<file path="config.mk">
export PLATFORM = sky130hd
export DESIGN_NAME = four_pin_io_port
export DESIGN_NICKNAME = d
export VERILOG_FILES = /design/src/rtl/gpio_port_pkg.sv /design/src/rtl/four_pin_io_port.sv
export SDC_FILE = /design/constraint.sdc
export NUM_CORES = 1
export LEC_CHECK = 0
export BUFFER_PORTS_ARGS = -buffer_cell sky130_fd_sc_hd__buf_2
export CORE_MARGIN = 2
export CORE_UTILIZATION = 39
export DETAILED_ROUTE_END_ITERATION = 7
export PLACE_DENSITY = 0.76
export SLEW_MARGIN = 5
export SYNTH_ARGS = -nofsm -noshare
export SYNTH_HDL_FRONTEND = slang
export SYNTH_SLANG_ARGS = --single-unit
</file>
<file path="constraint.sdc">
create_clock -name i_clk -period 1.61 [get_ports i_clk]
set_input_delay 0.4025 -clock i_clk [delete_from_list [all_inputs] [get_ports i_clk]]
set_output_delay 0.4025 -clock i_clk [all_outputs]
set_load 0.02 [all_outputs]
</file>
<file path="src/rtl/gpio_port_pkg.sv">
//**********************************************************************
// port constants
//**********************************************************************
// Contract
// [RULE_01] port reads return pin levels, not output latches
// [RULE_02] any reset sets all direction bits, all pins inputs
// [RULE_03] port register is 8 bits, bits 7..4 read zero
// [RULE_04] pin three is input only, driver never enabled
// [RULE_05] pull-ups and wake on pins 0,1,3 switched globally
// [RULE_06] pin three as master clear: pull-up on, wake off
// [RULE_07] direction register loaded only by direction-load, write only
// [RULE_08] direction one means high impedance, zero drives latch value
// [RULE_09] pin two: osc quarter, comparator out, timer clock, direction
// [RULE_10] inputs sampled at read only, latches hold until rewritten
// [RULE_11] bit set/clear reads pins, modifies one bit, writes all latches
// [RULE_12] status bit 7 set by pin-change wake reset, else cleared
// [RULE_13] status bit 6 set by comparator wake reset, else cleared
// [RULE_14] option bit 7 zero enables wake, bit 6 zero enables pull-ups
// [RULE_15] direction bit zero disables wake and pull-up of that pin
// [RULE_16] calibration bit 0 puts osc quarter on pin two
// [RULE_17] port writes land at cycle end, reads sample at start
// [RULE_18] port writes update latches of all pins, inputs included
package gpio_port_pkg;
   localparam logic [7:0] STATUS_OFFSET = 8'h03;
   localparam logic [7:0] PORT_OFFSET = 8'h06;
   localparam int PIN_WAKE_FLAG_BIT = 7;
   localparam int CMP_WAKE_FLAG_BIT = 6;
   localparam int WAKE_DISABLE_BIT = 7;
   localparam int PULLUP_DISABLE_BIT = 6;
   localparam int TIMER_SRC_BIT = 5;
   localparam int OSC_QUARTER_BIT = 0;
   localparam logic [3:0] DIR_RESET = 4'hf;
   localparam logic [7:0] OPTION_RESET = 8'hff;
   localparam logic [3:0] LATCH_RESET = 4'h0;
   localparam logic CALIB_Q4_RESET = 1'b0;
   localparam logic [7:0] RDATA_RESET = 8'h00;
   localparam logic [3:0] PORT_MASK = 4'hf;
   localparam logic [3:0] WAKE_PINS = 4'hb;
   typedef enum logic [1:0] {
      RST_OTHER_type_val,
      RST_PIN_WAKE_type_val,
      RST_CMP_WAKE_type_val
   } reset_cause_type;
endpackage : gpio_port_pkg

</file>
<file path="src/rtl/four_pin_io_port.sv">
//**********************************************************************
// four pin i/o port
//**********************************************************************
module four_pin_io_port
   import gpio_port_pkg::*;
(
   input wire logic i_clk,
   input wire logic i_rstn,
   input wire logic [1:0] i_reset_cause,
   input wire logic i_master_clear_enable,
   input wire logic i_comparator_enable,
   input wire logic i_comparator_out_enable,
   input wire logic i_comparator_output,
   input wire logic i_osc_quarter,
   input wire logic i_file_wr,
   input wire logic i_file_rd,
   input wire logic [7:0] i_file_addr,
   input wire logic [7:0] i_file_wdata,
   input wire logic i_bit_set_instr,
   input wire logic i_bit_clear_instr,
   input wire logic [2:0] i_bit_index,
   input wire logic i_direction_load,
   input wire logic i_option_load,
   input wire logic i_calib_load,
   input wire logic [7:0] i_w_data,
   input wire logic [3:0] i_pin_in,
   output logic [3:0] o_pin_out,
   output logic [3:0] o_pin_oe,
   output logic [3:0] o_pullup_en,
   output logic [3:0] o_wake_en,
   output logic o_timer_ext_clock_in,
   output logic [7:0] o_rdata,
   output logic [1:0] o_wake_flags
);
   //*******************************************************************
   // state
   //*******************************************************************
   logic [3:0] latch_reg;
   logic [3:0] latch_next;
   logic [3:0] dir_reg;
   logic [7:0] option_reg;
   logic calib_q4_reg;
   logic [1:0] wake_reg;
   logic [7:0] rdata_reg;
   logic [7:0] rdata_next;

   // reads sample pins only, upper bits zero
   wire [7:0] pin_sample = {4'h0, i_pin_in & PORT_MASK}; // RULE_01 RULE_03 RULE_10
   wire port_wr = i_file_wr && (i_file_addr == PORT_OFFSET);
   wire port_rmw = i_bit_set_instr || i_bit_clear_instr;
   wire [7:0] bit_mask = 8'h01 << i_bit_index;
   wire [7:0] rmw_value = i_bit_set_instr ? (pin_sample | bit_mask) : (pin_sample & ~bit_mask);
   wire timer_src_ext = option_reg[TIMER_SRC_BIT];

   // latch next value: rmw writes back sampled pins
   always_comb begin
      latch_next = latch_reg; // RULE_10
      if (port_rmw) begin
         latch_next = rmw_value[3:0]; // RULE_11
      end else if (port_wr) begin
         latch_next = i_file_wdata[3:0]; // RULE_18
      end
   end

   // read data mux
   always_comb begin
      rdata_next = 8'h00;
      if (i_file_rd && i_file_addr == PORT_OFFSET) begin
         rdata_next = pin_sample; // RULE_01
      end else if (i_file_rd && i_file_addr == STATUS_OFFSET) begin
         rdata_next = {wake_reg, 6'h00};
      end
   end

   // registers; writes land at the cycle end edge
   always_ff @(posedge i_clk) begin
      if (!i_rstn) begin
         latch_reg <= LATCH_RESET;
         dir_reg <= DIR_RESET; // RULE_02
         option_reg <= OPTION_RESET;
         calib_q4_reg <= CALIB_Q4_RESET;
         rdata_reg <= RDATA_RESET;
         wake_reg <= {i_reset_cause == 2'(RST_PIN_WAKE_type_val),
                      i_reset_cause == 2'(RST_CMP_WAKE_type_val)}; // RULE_12 RULE_13
      end else begin
         latch_reg <= latch_next; // RULE_17
         rdata_reg <= rdata_next;
         if (i_direction_load) dir_reg <= i_w_data[3:0]; // RULE_07
         if (i_option_load) option_reg <= i_w_data;
         if (i_calib_load) calib_q4_reg <= i_w_data[OSC_QUARTER_BIT];
      end
   end

   // pin drivers with alternate-function precedence
   always_comb begin
      o_pin_out = latch_reg;
      o_pin_oe = ~dir_reg; // RULE_08
      if (i_comparator_enable) begin
         o_pin_oe[1:0] = 2'b00; // RULE_09
      end
      o_pin_oe[3] = 1'b0; // RULE_04
      if (calib_q4_reg) begin
         o_pin_oe[2] = 1'b1; // RULE_16
         o_pin_out[2] = i_osc_quarter;
      end else if (i_comparator_out_enable) begin
         o_pin_oe[2] = 1'b1; // RULE_09
         o_pin_out[2] = i_comparator_output;
      end else if (timer_src_ext) begin
         o_pin_oe[2] = 1'b0;
      end
   end

   // global pull-up and wake, overridden per pin
   always_comb begin
      o_pullup_en = {4{~option_reg[PULLUP_DISABLE_BIT]}} & WAKE_PINS & dir_reg; // RULE_05 RULE_14 RULE_15
      o_wake_en = {4{~option_reg[WAKE_DISABLE_BIT]}} & WAKE_PINS & dir_reg; // RULE_05 RULE_14 RULE_15
      if (i_master_clear_enable) begin
         o_pullup_en[3] = 1'b1; // RULE_06
         o_wake_en[3] = 1'b0; // RULE_06
      end
   end

   assign o_timer_ext_clock_in = i_pin_in[2];
   assign o_rdata = rdata_reg;
   assign o_wake_flags = wake_reg;

   //*******************************************************************
   // checks
   //*******************************************************************
   property p_rd_pins;
      @(posedge i_clk) disable iff (!i_rstn)
      i_file_rd && i_file_addr == PORT_OFFSET |=> o_rdata == {4'h0, $past(i_pin_in)};
   endproperty
   a_rd_pins: assert property (p_rd_pins) else $error("port read not pins"); // RULE_01
   property p_dir_reset;
      @(posedge i_clk) !i_rstn |=> o_pin_oe == 4'h0;
   endproperty
   a_dir_reset: assert property (p_dir_reset) else $error("driver on after reset"); // RULE_02
   property p_p3_in;
      @(posedge i_clk) disable iff (!i_rstn) !o_pin_oe[3];
   endproperty
   a_p3_in: assert property (p_p3_in) else $error("pin three driven"); // RULE_04
   property p_master_clear;
      @(posedge i_clk) disable iff (!i_rstn)
      i_master_clear_enable |-> o_pullup_en[3] && !o_wake_en[3];
   endproperty
   a_master_clear: assert property (p_master_clear) else $error("master clear pin setup"); // RULE_06
   property p_dir_load;
      @(posedge i_clk) disable iff (!i_rstn)
      i_direction_load && !i_comparator_enable && !calib_q4_reg && !i_comparator_out_enable
      && !timer_src_ext ##1 !i_comparator_enable && !calib_q4_reg && !i_comparator_out_enable
      && !timer_src_ext |-> o_pin_oe[2:0] == ~$past(i_w_data[2:0]);
   endproperty
   a_dir_load: assert property (p_dir_load) else $error("direction not loaded"); // RULE_07
   property p_rmw;
      @(posedge i_clk) disable iff (!i_rstn)
      i_bit_set_instr && i_bit_index < 3'h4
      |=> latch_reg == ($past(i_pin_in) | (4'h1 << $past(i_bit_index[1:0])));
   endproperty
   a_rmw: assert property (p_rmw) else $error("bit set not rmw"); // RULE_11
   property p_q4;
      @(posedge i_clk) disable iff (!i_rstn)
      calib_q4_reg |-> o_pin_oe[2] && o_pin_out[2] == i_osc_quarter;
   endproperty
   a_q4: assert property (p_q4) else $error("osc quarter not on pin two"); // RULE_16
   property p_pu_dir;
      @(posedge i_clk) disable iff (!i_rstn)
      !dir_reg[0] |-> !o_pullup_en[0] && !o_wake_en[0];
   endproperty
   a_pu_dir: assert property (p_pu_dir) else $error("pull-up on output pin"); // RULE_15
   property p_wr;
      @(posedge i_clk) disable iff (!i_rstn)
      port_wr && !port_rmw |=> latch_reg == $past(i_file_wdata[3:0]);
   endproperty
   a_wr: assert property (p_wr) else $error("port write lost"); // RULE_18
   property p_clr;
      @(posedge i_clk) disable iff (!i_rstn)
      i_bit_clear_instr && !i_bit_set_instr && i_bit_index < 3'h4
      |=> latch_reg == ($past(i_pin_in) & ~(4'h1 << $past(i_bit_index[1:0])));
   endproperty
   a_clr: assert property (p_clr) else $error("bit clear not rmw"); // RULE_11
   property p_latch_hold;
      @(posedge i_clk) disable iff (!i_rstn)
      !port_wr && !port_rmw |=> $stable(latch_reg);
   endproperty
   a_latch_hold: assert property (p_latch_hold) else $error("latch changed unwritten"); // RULE_10
   property p_rd_upper;
      @(posedge i_clk) disable iff (!i_rstn)
      i_file_rd && i_file_addr == PORT_OFFSET |=> o_rdata[7:4] == 4'h0;
   endproperty
   a_rd_upper: assert property (p_rd_upper) else $error("port upper bits not zero"); // RULE_03
   // wake flags: captured from the reset cause, read in status
   property p_rd_status;
      @(posedge i_clk) disable iff (!i_rstn)
      i_file_rd && i_file_addr == STATUS_OFFSET |=> o_rdata == {$past(o_wake_flags), 6'h00};
   endproperty
   a_rd_status: assert property (p_rd_status) else $error("status read wrong"); // RULE_12
   property p_flag_pin;
      @(posedge i_clk)
      !i_rstn && i_reset_cause == 2'(RST_PIN_WAKE_type_val) |=> o_wake_flags == 2'b10;
   endproperty
   a_flag_pin: assert property (p_flag_pin) else $error("pin wake flag wrong"); // RULE_12
   property p_flag_cmp;
      @(posedge i_clk)
      !i_rstn && i_reset_cause == 2'(RST_CMP_WAKE_type_val) |=> o_wake_flags == 2'b01;
   endproperty
   a_flag_cmp: assert property (p_flag_cmp) else $error("comparator wake flag wrong"); // RULE_13
   property p_flag_other;
      @(posedge i_clk)
      !i_rstn && i_reset_cause == 2'(RST_OTHER_type_val) |=> o_wake_flags == 2'b00;
   endproperty
   a_flag_other: assert property (p_flag_other) else $error("wake flags not cleared"); // RULE_12
   // alternate functions and direction on the drivers
   property p_cmp_in;
      @(posedge i_clk) disable iff (!i_rstn)
      i_comparator_enable |-> o_pin_oe[1:0] == 2'b00;
   endproperty
   a_cmp_in: assert property (p_cmp_in) else $error("comparator input driven"); // RULE_09
   property p_cmp_out;
      @(posedge i_clk) disable iff (!i_rstn)
      !calib_q4_reg && i_comparator_out_enable |-> o_pin_oe[2] && o_pin_out[2] == i_comparator_output;
   endproperty
   a_cmp_out: assert property (p_cmp_out) else $error("comparator output missing"); // RULE_09
   property p_tmr;
      @(posedge i_clk) disable iff (!i_rstn)
      !calib_q4_reg && !i_comparator_out_enable && timer_src_ext |-> !o_pin_oe[2];
   endproperty
   a_tmr: assert property (p_tmr) else $error("timer clock pin driven"); // RULE_09
   property p_dir_drive;
      @(posedge i_clk) disable iff (!i_rstn)
      !dir_reg[1] && !i_comparator_enable |-> o_pin_oe[1] && o_pin_out[1] == latch_reg[1];
   endproperty
   a_dir_drive: assert property (p_dir_drive) else $error("output pin not driven"); // RULE_08
   property p_pu_off;
      @(posedge i_clk) disable iff (!i_rstn)
      option_reg[PULLUP_DISABLE_BIT] && !i_master_clear_enable |-> o_pullup_en == 4'h0;
   endproperty
   a_pu_off: assert property (p_pu_off) else $error("pull-up on while disabled"); // RULE_14
   property p_wake_off;
      @(posedge i_clk) disable iff (!i_rstn)
      option_reg[WAKE_DISABLE_BIT] |-> o_wake_en == 4'h0;
   endproperty
   a_wake_off: assert property (p_wake_off) else $error("wake on while disabled"); // RULE_14
endmodule : four_pin_io_port

</file>
== Word-level counts from Yosys, hierarchy flattened ==
Cells that the tools add are included.

* Flip-flop bits (word level): 27
* Input bits: 47
* Output and inout bits: 27
* Logic and storage cells: 42

* Eq/ne operators: 4
* Shift operators: 1
* Mux-type cells: 12
* Bitwise gates (word level): 10
* Reduce and logical (&&, ||, !) cells: 7

{| class="wikitable"
|+ Operators by type and width
! operator !! count
|-
| $mux 4 || 4
|-
| $and 4x4->4 || 3
|-
| $eq 8x2->1 const B || 1
|-
| $eq 8x3->1 const B || 1
|-
| $mux 1 || 7
|-
| $not 1->1 || 4
|-
| $not 4->4 || 1
|-
| $or 4x4->4 || 1
|-
| $shl 1x3->4 const A || 1
|-
| $logic_and 1x1->1 || 3
|-
| $not 3->3 || 1
|-
| $reduce_or 3->1 || 1
|-
| $eq 2x1->1 const B || 1
|-
| $eq 2x2->1 const B || 1
|-
| $mux 2 || 1
|-
| $reduce_bool 2->1 || 1
|-
| $reduce_or 2->1 || 1
|-
| $logic_or 1x1->1 || 1
|}

== Logic depth before layout (Yosys ltp) ==
Gate-level depths: netlist of the first run.

* Depth in word-level cells: 5
* Depth in mapped cells: 4
* Mapped depth without buffers: 4

== Worst setup path after synthesis of the first run ==
OpenSTA, ideal clock, no wires.

* Kind: input-to-output
* Start: input i_comparator_out_enable
* End: output o_pin_out[2]
* Arrival: 979 ps
* Data required time: 1207 ps
* Path slack: 229 ps
* Stages: 2
* Path buffers: 0
* Path through: mux2i_1 -> o21ai_0

* Word-level cells in the longest chain between the ends: 2

{| class="wikitable"
|+ Ends and longest elaborated chain
! item !! RTL line !! RTL
|-
| start: declaration || four_pin_io_port.sv:12 || <nowiki>input wire logic i_comparator_out_enable,</nowiki>
|-
| $mux 1 || four_pin_io_port.sv:105 || <nowiki>end else if (i_comparator_out_enable) begin</nowiki>
|-
| $mux 1 || four_pin_io_port.sv:102 || <nowiki>if (calib_q4_reg) begin</nowiki>
|-
| end: declaration || four_pin_io_port.sv:27 || <nowiki>output logic [3:0] o_pin_out,</nowiki>
|}

Every way passes these cells.

== Final worst setup path of the first run ==
* Start: register option_reg[6]
* End: output o_pullup_en[3]

* Word-level cells in the longest chain between the ends: 3

{| class="wikitable"
|+ Ends and longest elaborated chain
! item !! RTL line !! RTL
|-
| start: declaration || four_pin_io_port.sv:41 || <nowiki>logic [7:0] option_reg;</nowiki>
|-
| start signal: assignment || four_pin_io_port.sv:89 || <nowiki>if (i_option_load) option_reg <= i_w_data;</nowiki>
|-
| $not 1->1 || four_pin_io_port.sv:115 || <nowiki>o_pullup_en = {4{~option_reg[PULLUP_DISABLE_BIT]}} & WAKE_PINS & dir_reg;</nowiki>
|-
| $and 4x4->4 || four_pin_io_port.sv:115 ||
|-
| $mux 1 || four_pin_io_port.sv:117 || <nowiki>if (i_master_clear_enable) begin</nowiki>
|-
| end: declaration || four_pin_io_port.sv:29 || <nowiki>output logic [3:0] o_pullup_en,</nowiki>
|}

Every way passes these cells.

==> out/results.ini, run 1 <==
[placement]
port_buffers = 63
gp_congestion = 0.757
placed_cell_area_mm2 = 0.00126
placed_cells = 190
hpwl_um = 1800

[clock_network]
htree_levels = 1
holdBufCountCts = 0
post_cts_resized = 0
cts_tree = built
cts-root-buf = clkbuf_4
postCtsSetupRepairBufs = 0
cts_sinks = 20
clk_pin_slew_ps = 110
cts_buffers = 3
clock_latency_ps = 300
cts_max_path_buffers = 2

[finish]
nNetsFinal = 212
layout-drive-gt1-share = 0.427
syn_to_final_growth_pct = 35.7
instances_no_fill = 194
largest_register_ffs = 6
multi_input_comb_area_um2 = 480
fin_util = 0.545
final_common_cell = buf_2
fill_cells = 240
finalInstanceArea_mm2 = 0.00131
final_cell_mix = buf_2 (63), dfxtp_1 (18), nand2_1 (11)
regArea_um2 = 420
diodes = 0

[die]
fp.dieW_um = 53.8
rows = 18
start_util = 0.402
coreArea_mm2 = 0.00241
die_h_um = 53.8
io_pins = 74
dieArea_mm2 = 0.00290

[power_and_ir_drop]
p_clk_frac = 0.347
p_int_uw = 875
p_leak_uw = 0.000669
design_power_total_uw = 1160
switchingPower_uw = 288
seq_power_share = 0.468
p_sw_frac = 0.248
power_density_mw_per_mm2 = 885
ir_drop_mv = 0.421
pwr-share-comb = 0.185

[setup_path]
crit_type = reg2out
critPathArrivalTime_ps = 1080
critPathMaxFanout = 3
cp-start-kind = register
cp.required_ps = 1210
end_kind = output pin

[run_status]
status = complete, no violations

[global_route]
antenna_found_initial = 0
grt_max_degree = 14
grt_pass1_vias = 751
grt_first_pass_wirelength_um = 3090
grtUsageTotal = 0.153
overflow = 0

[route]
wl_per_cell_um = 11.2
drtAntennaViolNets = 0
via_per_inst = 4.81
wl_met1_um = 855
drtPass1Iterations = 4
vias = 934
routed_wl_um = 2180
topRoutingLayerUsed = met4
met2WireLength_um = 1040
drc = 0
first_iter_violations = 7
route.met3.wl_um = 242

[logic_synthesis]
synth.avg_cell_area_um2 = 9.31
ys_warn_count = 0
synth_edf_count = 2
ys_seq_area_frac = 0.434
syn_inst = 104
synth_largest_area_cell = dfxtp_1
synth_ff_type = dfxtp_1
synth_cell_type_count = 32
async_flop_share = 0
synthesis.area_um2 = 968
synth_top_cell_area_share = 0.372
ys_seq_elements = 20
synth_area_leaders = dfxtp_1 (37%), mux2i_1 (8.3%), buf_4 (7.0%), edfxtp_1 (6.2%), nor2b_1 (4.5%)

[sta]
min_period_ps = 1480
finalCritPeriodShare = 0.920
tns_ps = 0
clock_skew_ps = 0.562
grt_setup_unrepaired = no
setup_violations = 0
max_clock_freq_ghz = 0.675
final-hold-violation-count = 0
drv_slew = 0

[min_path]
min_path_type = in2reg

[flow_run]
drv_cap = 0

[critical path, stage by stage, from the launching register on]
cell	delay, ps
dfxtp_1	400
inv_1	70
a21o_1	170
buf_2	150
[stage by stage]
step                      hold WS (ps)  setup WS [ps]
after floorplan                    436            229
after detailed placement           461           41.7
final                              315            129
after global placement             448            107
after CTS                          303            113
after global routing               292           57.5
[layout make-up]
class,instances,area share
flip-flops and latches,20,0.320
clock buffers,3,0.0171
well taps,30,0.0286
repair buffers,63,0.240
inverters,2,0.00571
multi-input cells,75,0.366
clock inverters,1,0.0229
[per-layer routing]
layer,GRT usage,vias up
met5,0,-
met4,0.0897,0
met3,0.0306,4
met2,0.287,55
met1,0.155,404
li1,-,471
[worst paths after layout]
check / slack [ps] / to / cells past startpoint / from
hold / removal: 310 / dir_reg[1] / 3 / i_w_data[1]
setup reg to reg: 900 / option_reg[6] / 2 / option_reg[6]
setup / recovery: 130 / o_pullup_en[3] / 3 / option_reg[6]
hold reg to reg: 480 / dir_reg[2] / 2 / dir_reg[2]
[cell usage after synthesis, drive strengths merged (2+ instances only)]
| master | instances |
|---|---|
| mux2i | 8 |
| a31oi | 3 |
| and2 | 6 |
| nand2 | 11 |
| inv | 2 |
| clkbuf | 2 |
| nor2b | 7 |
| edfxtp | 2 |
| o21ai | 7 |
| a32oi | 2 |
| buf | 9 |
| dfxtp | 18 |
| nor2 | 5 |
| nor3b | 5 |
| nor3 | 2 |
[logic make-up (layout without fill, tap and decap cells)]
logic type	count (synthesis)	count (layout)	synth area share
AO/OA/AOI/OAI	17	17	0.115
AND/OR/NAND/NOR	45	45	0.279
flip-flops	20	20	0.434
multiplexers	8	8	0.0827
buffers and inverters	13	69	0.0853
other	1	5	0.00387
[power groups by stage]
stage          logic (uW)  registers (uW)  clock network, uW
2_1_floorplan         133             556                  0
3_3_place_gp          211             554                  0
3_5_place_dp          216             556                  0
4_1_cts               216             545                418
5_1_grt               236             548                442
6_report              216             544                404
Power figures use the tool's default switching activity.
==> run 2, diff against run 1 <==
REMOVE_ABC_BUFFERS = 1   (was default)
==> run 2 against run 1 <==
  * Worst hold slack gained 14 ps
  * Register-to-register slack gained 30 ps
  * Sequential share of layout area grew 0.46 points
  * Critical path depth is the same
  * Via count grew 0.96%
  * Flip-flop and latch count is the same
  * Global-route usage shrank 0.13 points
  * Final cell count grew 0.52%
  * Largest cell class unchanged
  * Highest routed layer is now met3
  * Core utilization shrank 0.78 points
==> out/results.ini, run 2 (synthesis results as in run 1) <==
[sta]
finalCritPeriodShare = 0.910
drv_slew = 0
grt_setup_unrepaired = no
layout_setup_ws_ps = 145
clock_skew_ps = 0.225
tns_ps = 0
setup_violations = 0
final-hold-violation-count = 0
max_clock_freq_ghz = 0.683
min_period_ps = 1460

[setup_path]
setup.worst_path.end = o_pullup_en[3]
r2r_setup_slack_ps = 930
r2r_start = calib_q4_reg
end_kind = output pin
crit_type = reg2out
rr_worst_depth = 2
cp-startpoint = option_reg[6]
cp-start-kind = register
cp.required_ps = 1210
critPathMaxFanout = 3
critPathArrivalTime_ps = 1060
r2r_end = calib_q4_reg

[clock_network]
clock_latency_ps = 290
holdBufCountCts = 0
cts_sinks = 20
cts_buffers = 3
cts_max_path_buffers = 2
post_cts_resized = 0
cts-root-buf = clkbuf_4
postCtsSetupRepairBufs = 0
htree_levels = 1
clk_pin_slew_ps = 110
cts_tree = built

[finish]
largest_register_ffs = 6
nNetsFinal = 213
final_common_cell = buf_2
layout-drive-gt1-share = 0.424
final_cell_mix = buf_2 (63), dfxtp_1 (18), nand2_1 (11)
diodes = 0
syn_to_final_growth_pct = 33.7
fill_cells = 221

[die]
rows = 18
start_util = 0.402
coreArea_mm2 = 0.00241
dieArea_mm2 = 0.00290
fp.dieW_um = 53.8
die_h_um = 53.8
io_pins = 74

[route]
drc = 0
drtAntennaViolNets = 0
routed_wl_um = 2150
first_iter_violations = 14
vias = 943
via_per_inst = 4.84
wl_per_cell_um = 11.0
drtPass1Iterations = 5

[power_and_ir_drop]
power_density_mw_per_mm2 = 763
ir_drop_mv = 0.354
p_leak_uw = 0.000661

[global_route]
globalRouteMet1Util = 0.173
antenna_found_initial = 0
use_met3 = 0.0361
busiest_layer = met2
grt_max_degree = 13
grt_first_pass_wirelength_um = 3150
grtUsageTotal = 0.152
overflow = 0
use_met2 = 0.280
grt_pass1_vias = 787

[placement]
place_ws_ps = 71.5
port_buffers = 63
hpwl_um = 1850
gp_congestion = 0.804

[run_status]
status = complete, no violations

[min_path]
min_path_type = in2reg

[flow_run]
drv_cap = 0

## run 2: cell types whose count changed in the layout (fill, tap and decap cells not counted)
cell,before,now
buf_4,0,1
bufinv_16,1,0
clkinv_1,0,1
## run 2: metrics by stage
step / util / hold slack (ps) / instances / power [uW] / area [um^2]
floorplan: - / 434 / 97 / 662 / 908
global placement: 0.526 / 448 / 191 / 767 / 1270
detailed placement: 0.526 / 464 / 191 / 775 / 1270
CTS: 0.537 / 315 / 195 / 1010 / 1290
global route: 0.537 / 317 / 195 / 1050 / 1290
finish: 0.537 / 329 / 195 / 989 / 1290
## run 2: worst min-delay path by stage
| stage | from | to | slack [ps] | cells after the start |
|---|---|---|---|---|
| global route | i_w_data[6] | option_reg[6] | 320 | 3 |
| global placement | dir_reg[2] | dir_reg[2] | 450 | 2 |
| detailed placement | o_wake_flags[0] | o_rdata[6] | 460 | 1 |
| CTS | i_w_data[1] | dir_reg[1] | 320 | 3 |
| floorplan | option_reg[5] | option_reg[5] | 430 | 2 |
| finish | i_w_data[1] | dir_reg[1] | 330 | 3 |
## run 2: power by group
group / switching, uW / total, uW / internal, uW
combinational: 121 / 218 / 97.0
sequential: 15.8 / 544 / 528
clock: 137 / 226 / 89.9
## run 2: area by class of cell
class	count	area (um^2)	share of cell area
clock inverter	1	3.75	0.00290
timing repair buffer	64	323	0.249
sequential	20	420	0.325
tap	30	37.5	0.0290
multi-input combinational	75	480	0.371
inverter	2	7.51	0.00580
clock buffer	3	22.5	0.0174
## run 2: layer usage
metal / vias up / routed length (um)
li1: 475 / -
met1: 421 / 846
met2: 47 / 1080
met3: 0 / 225
met4: 0 / 0
met5: - / 0
## run 2: worst max-delay path: stages, from the launching register on
cell and delay (ps):
dfxtp_1 380, inv_1 70, a21o_1 180, buf_2 150
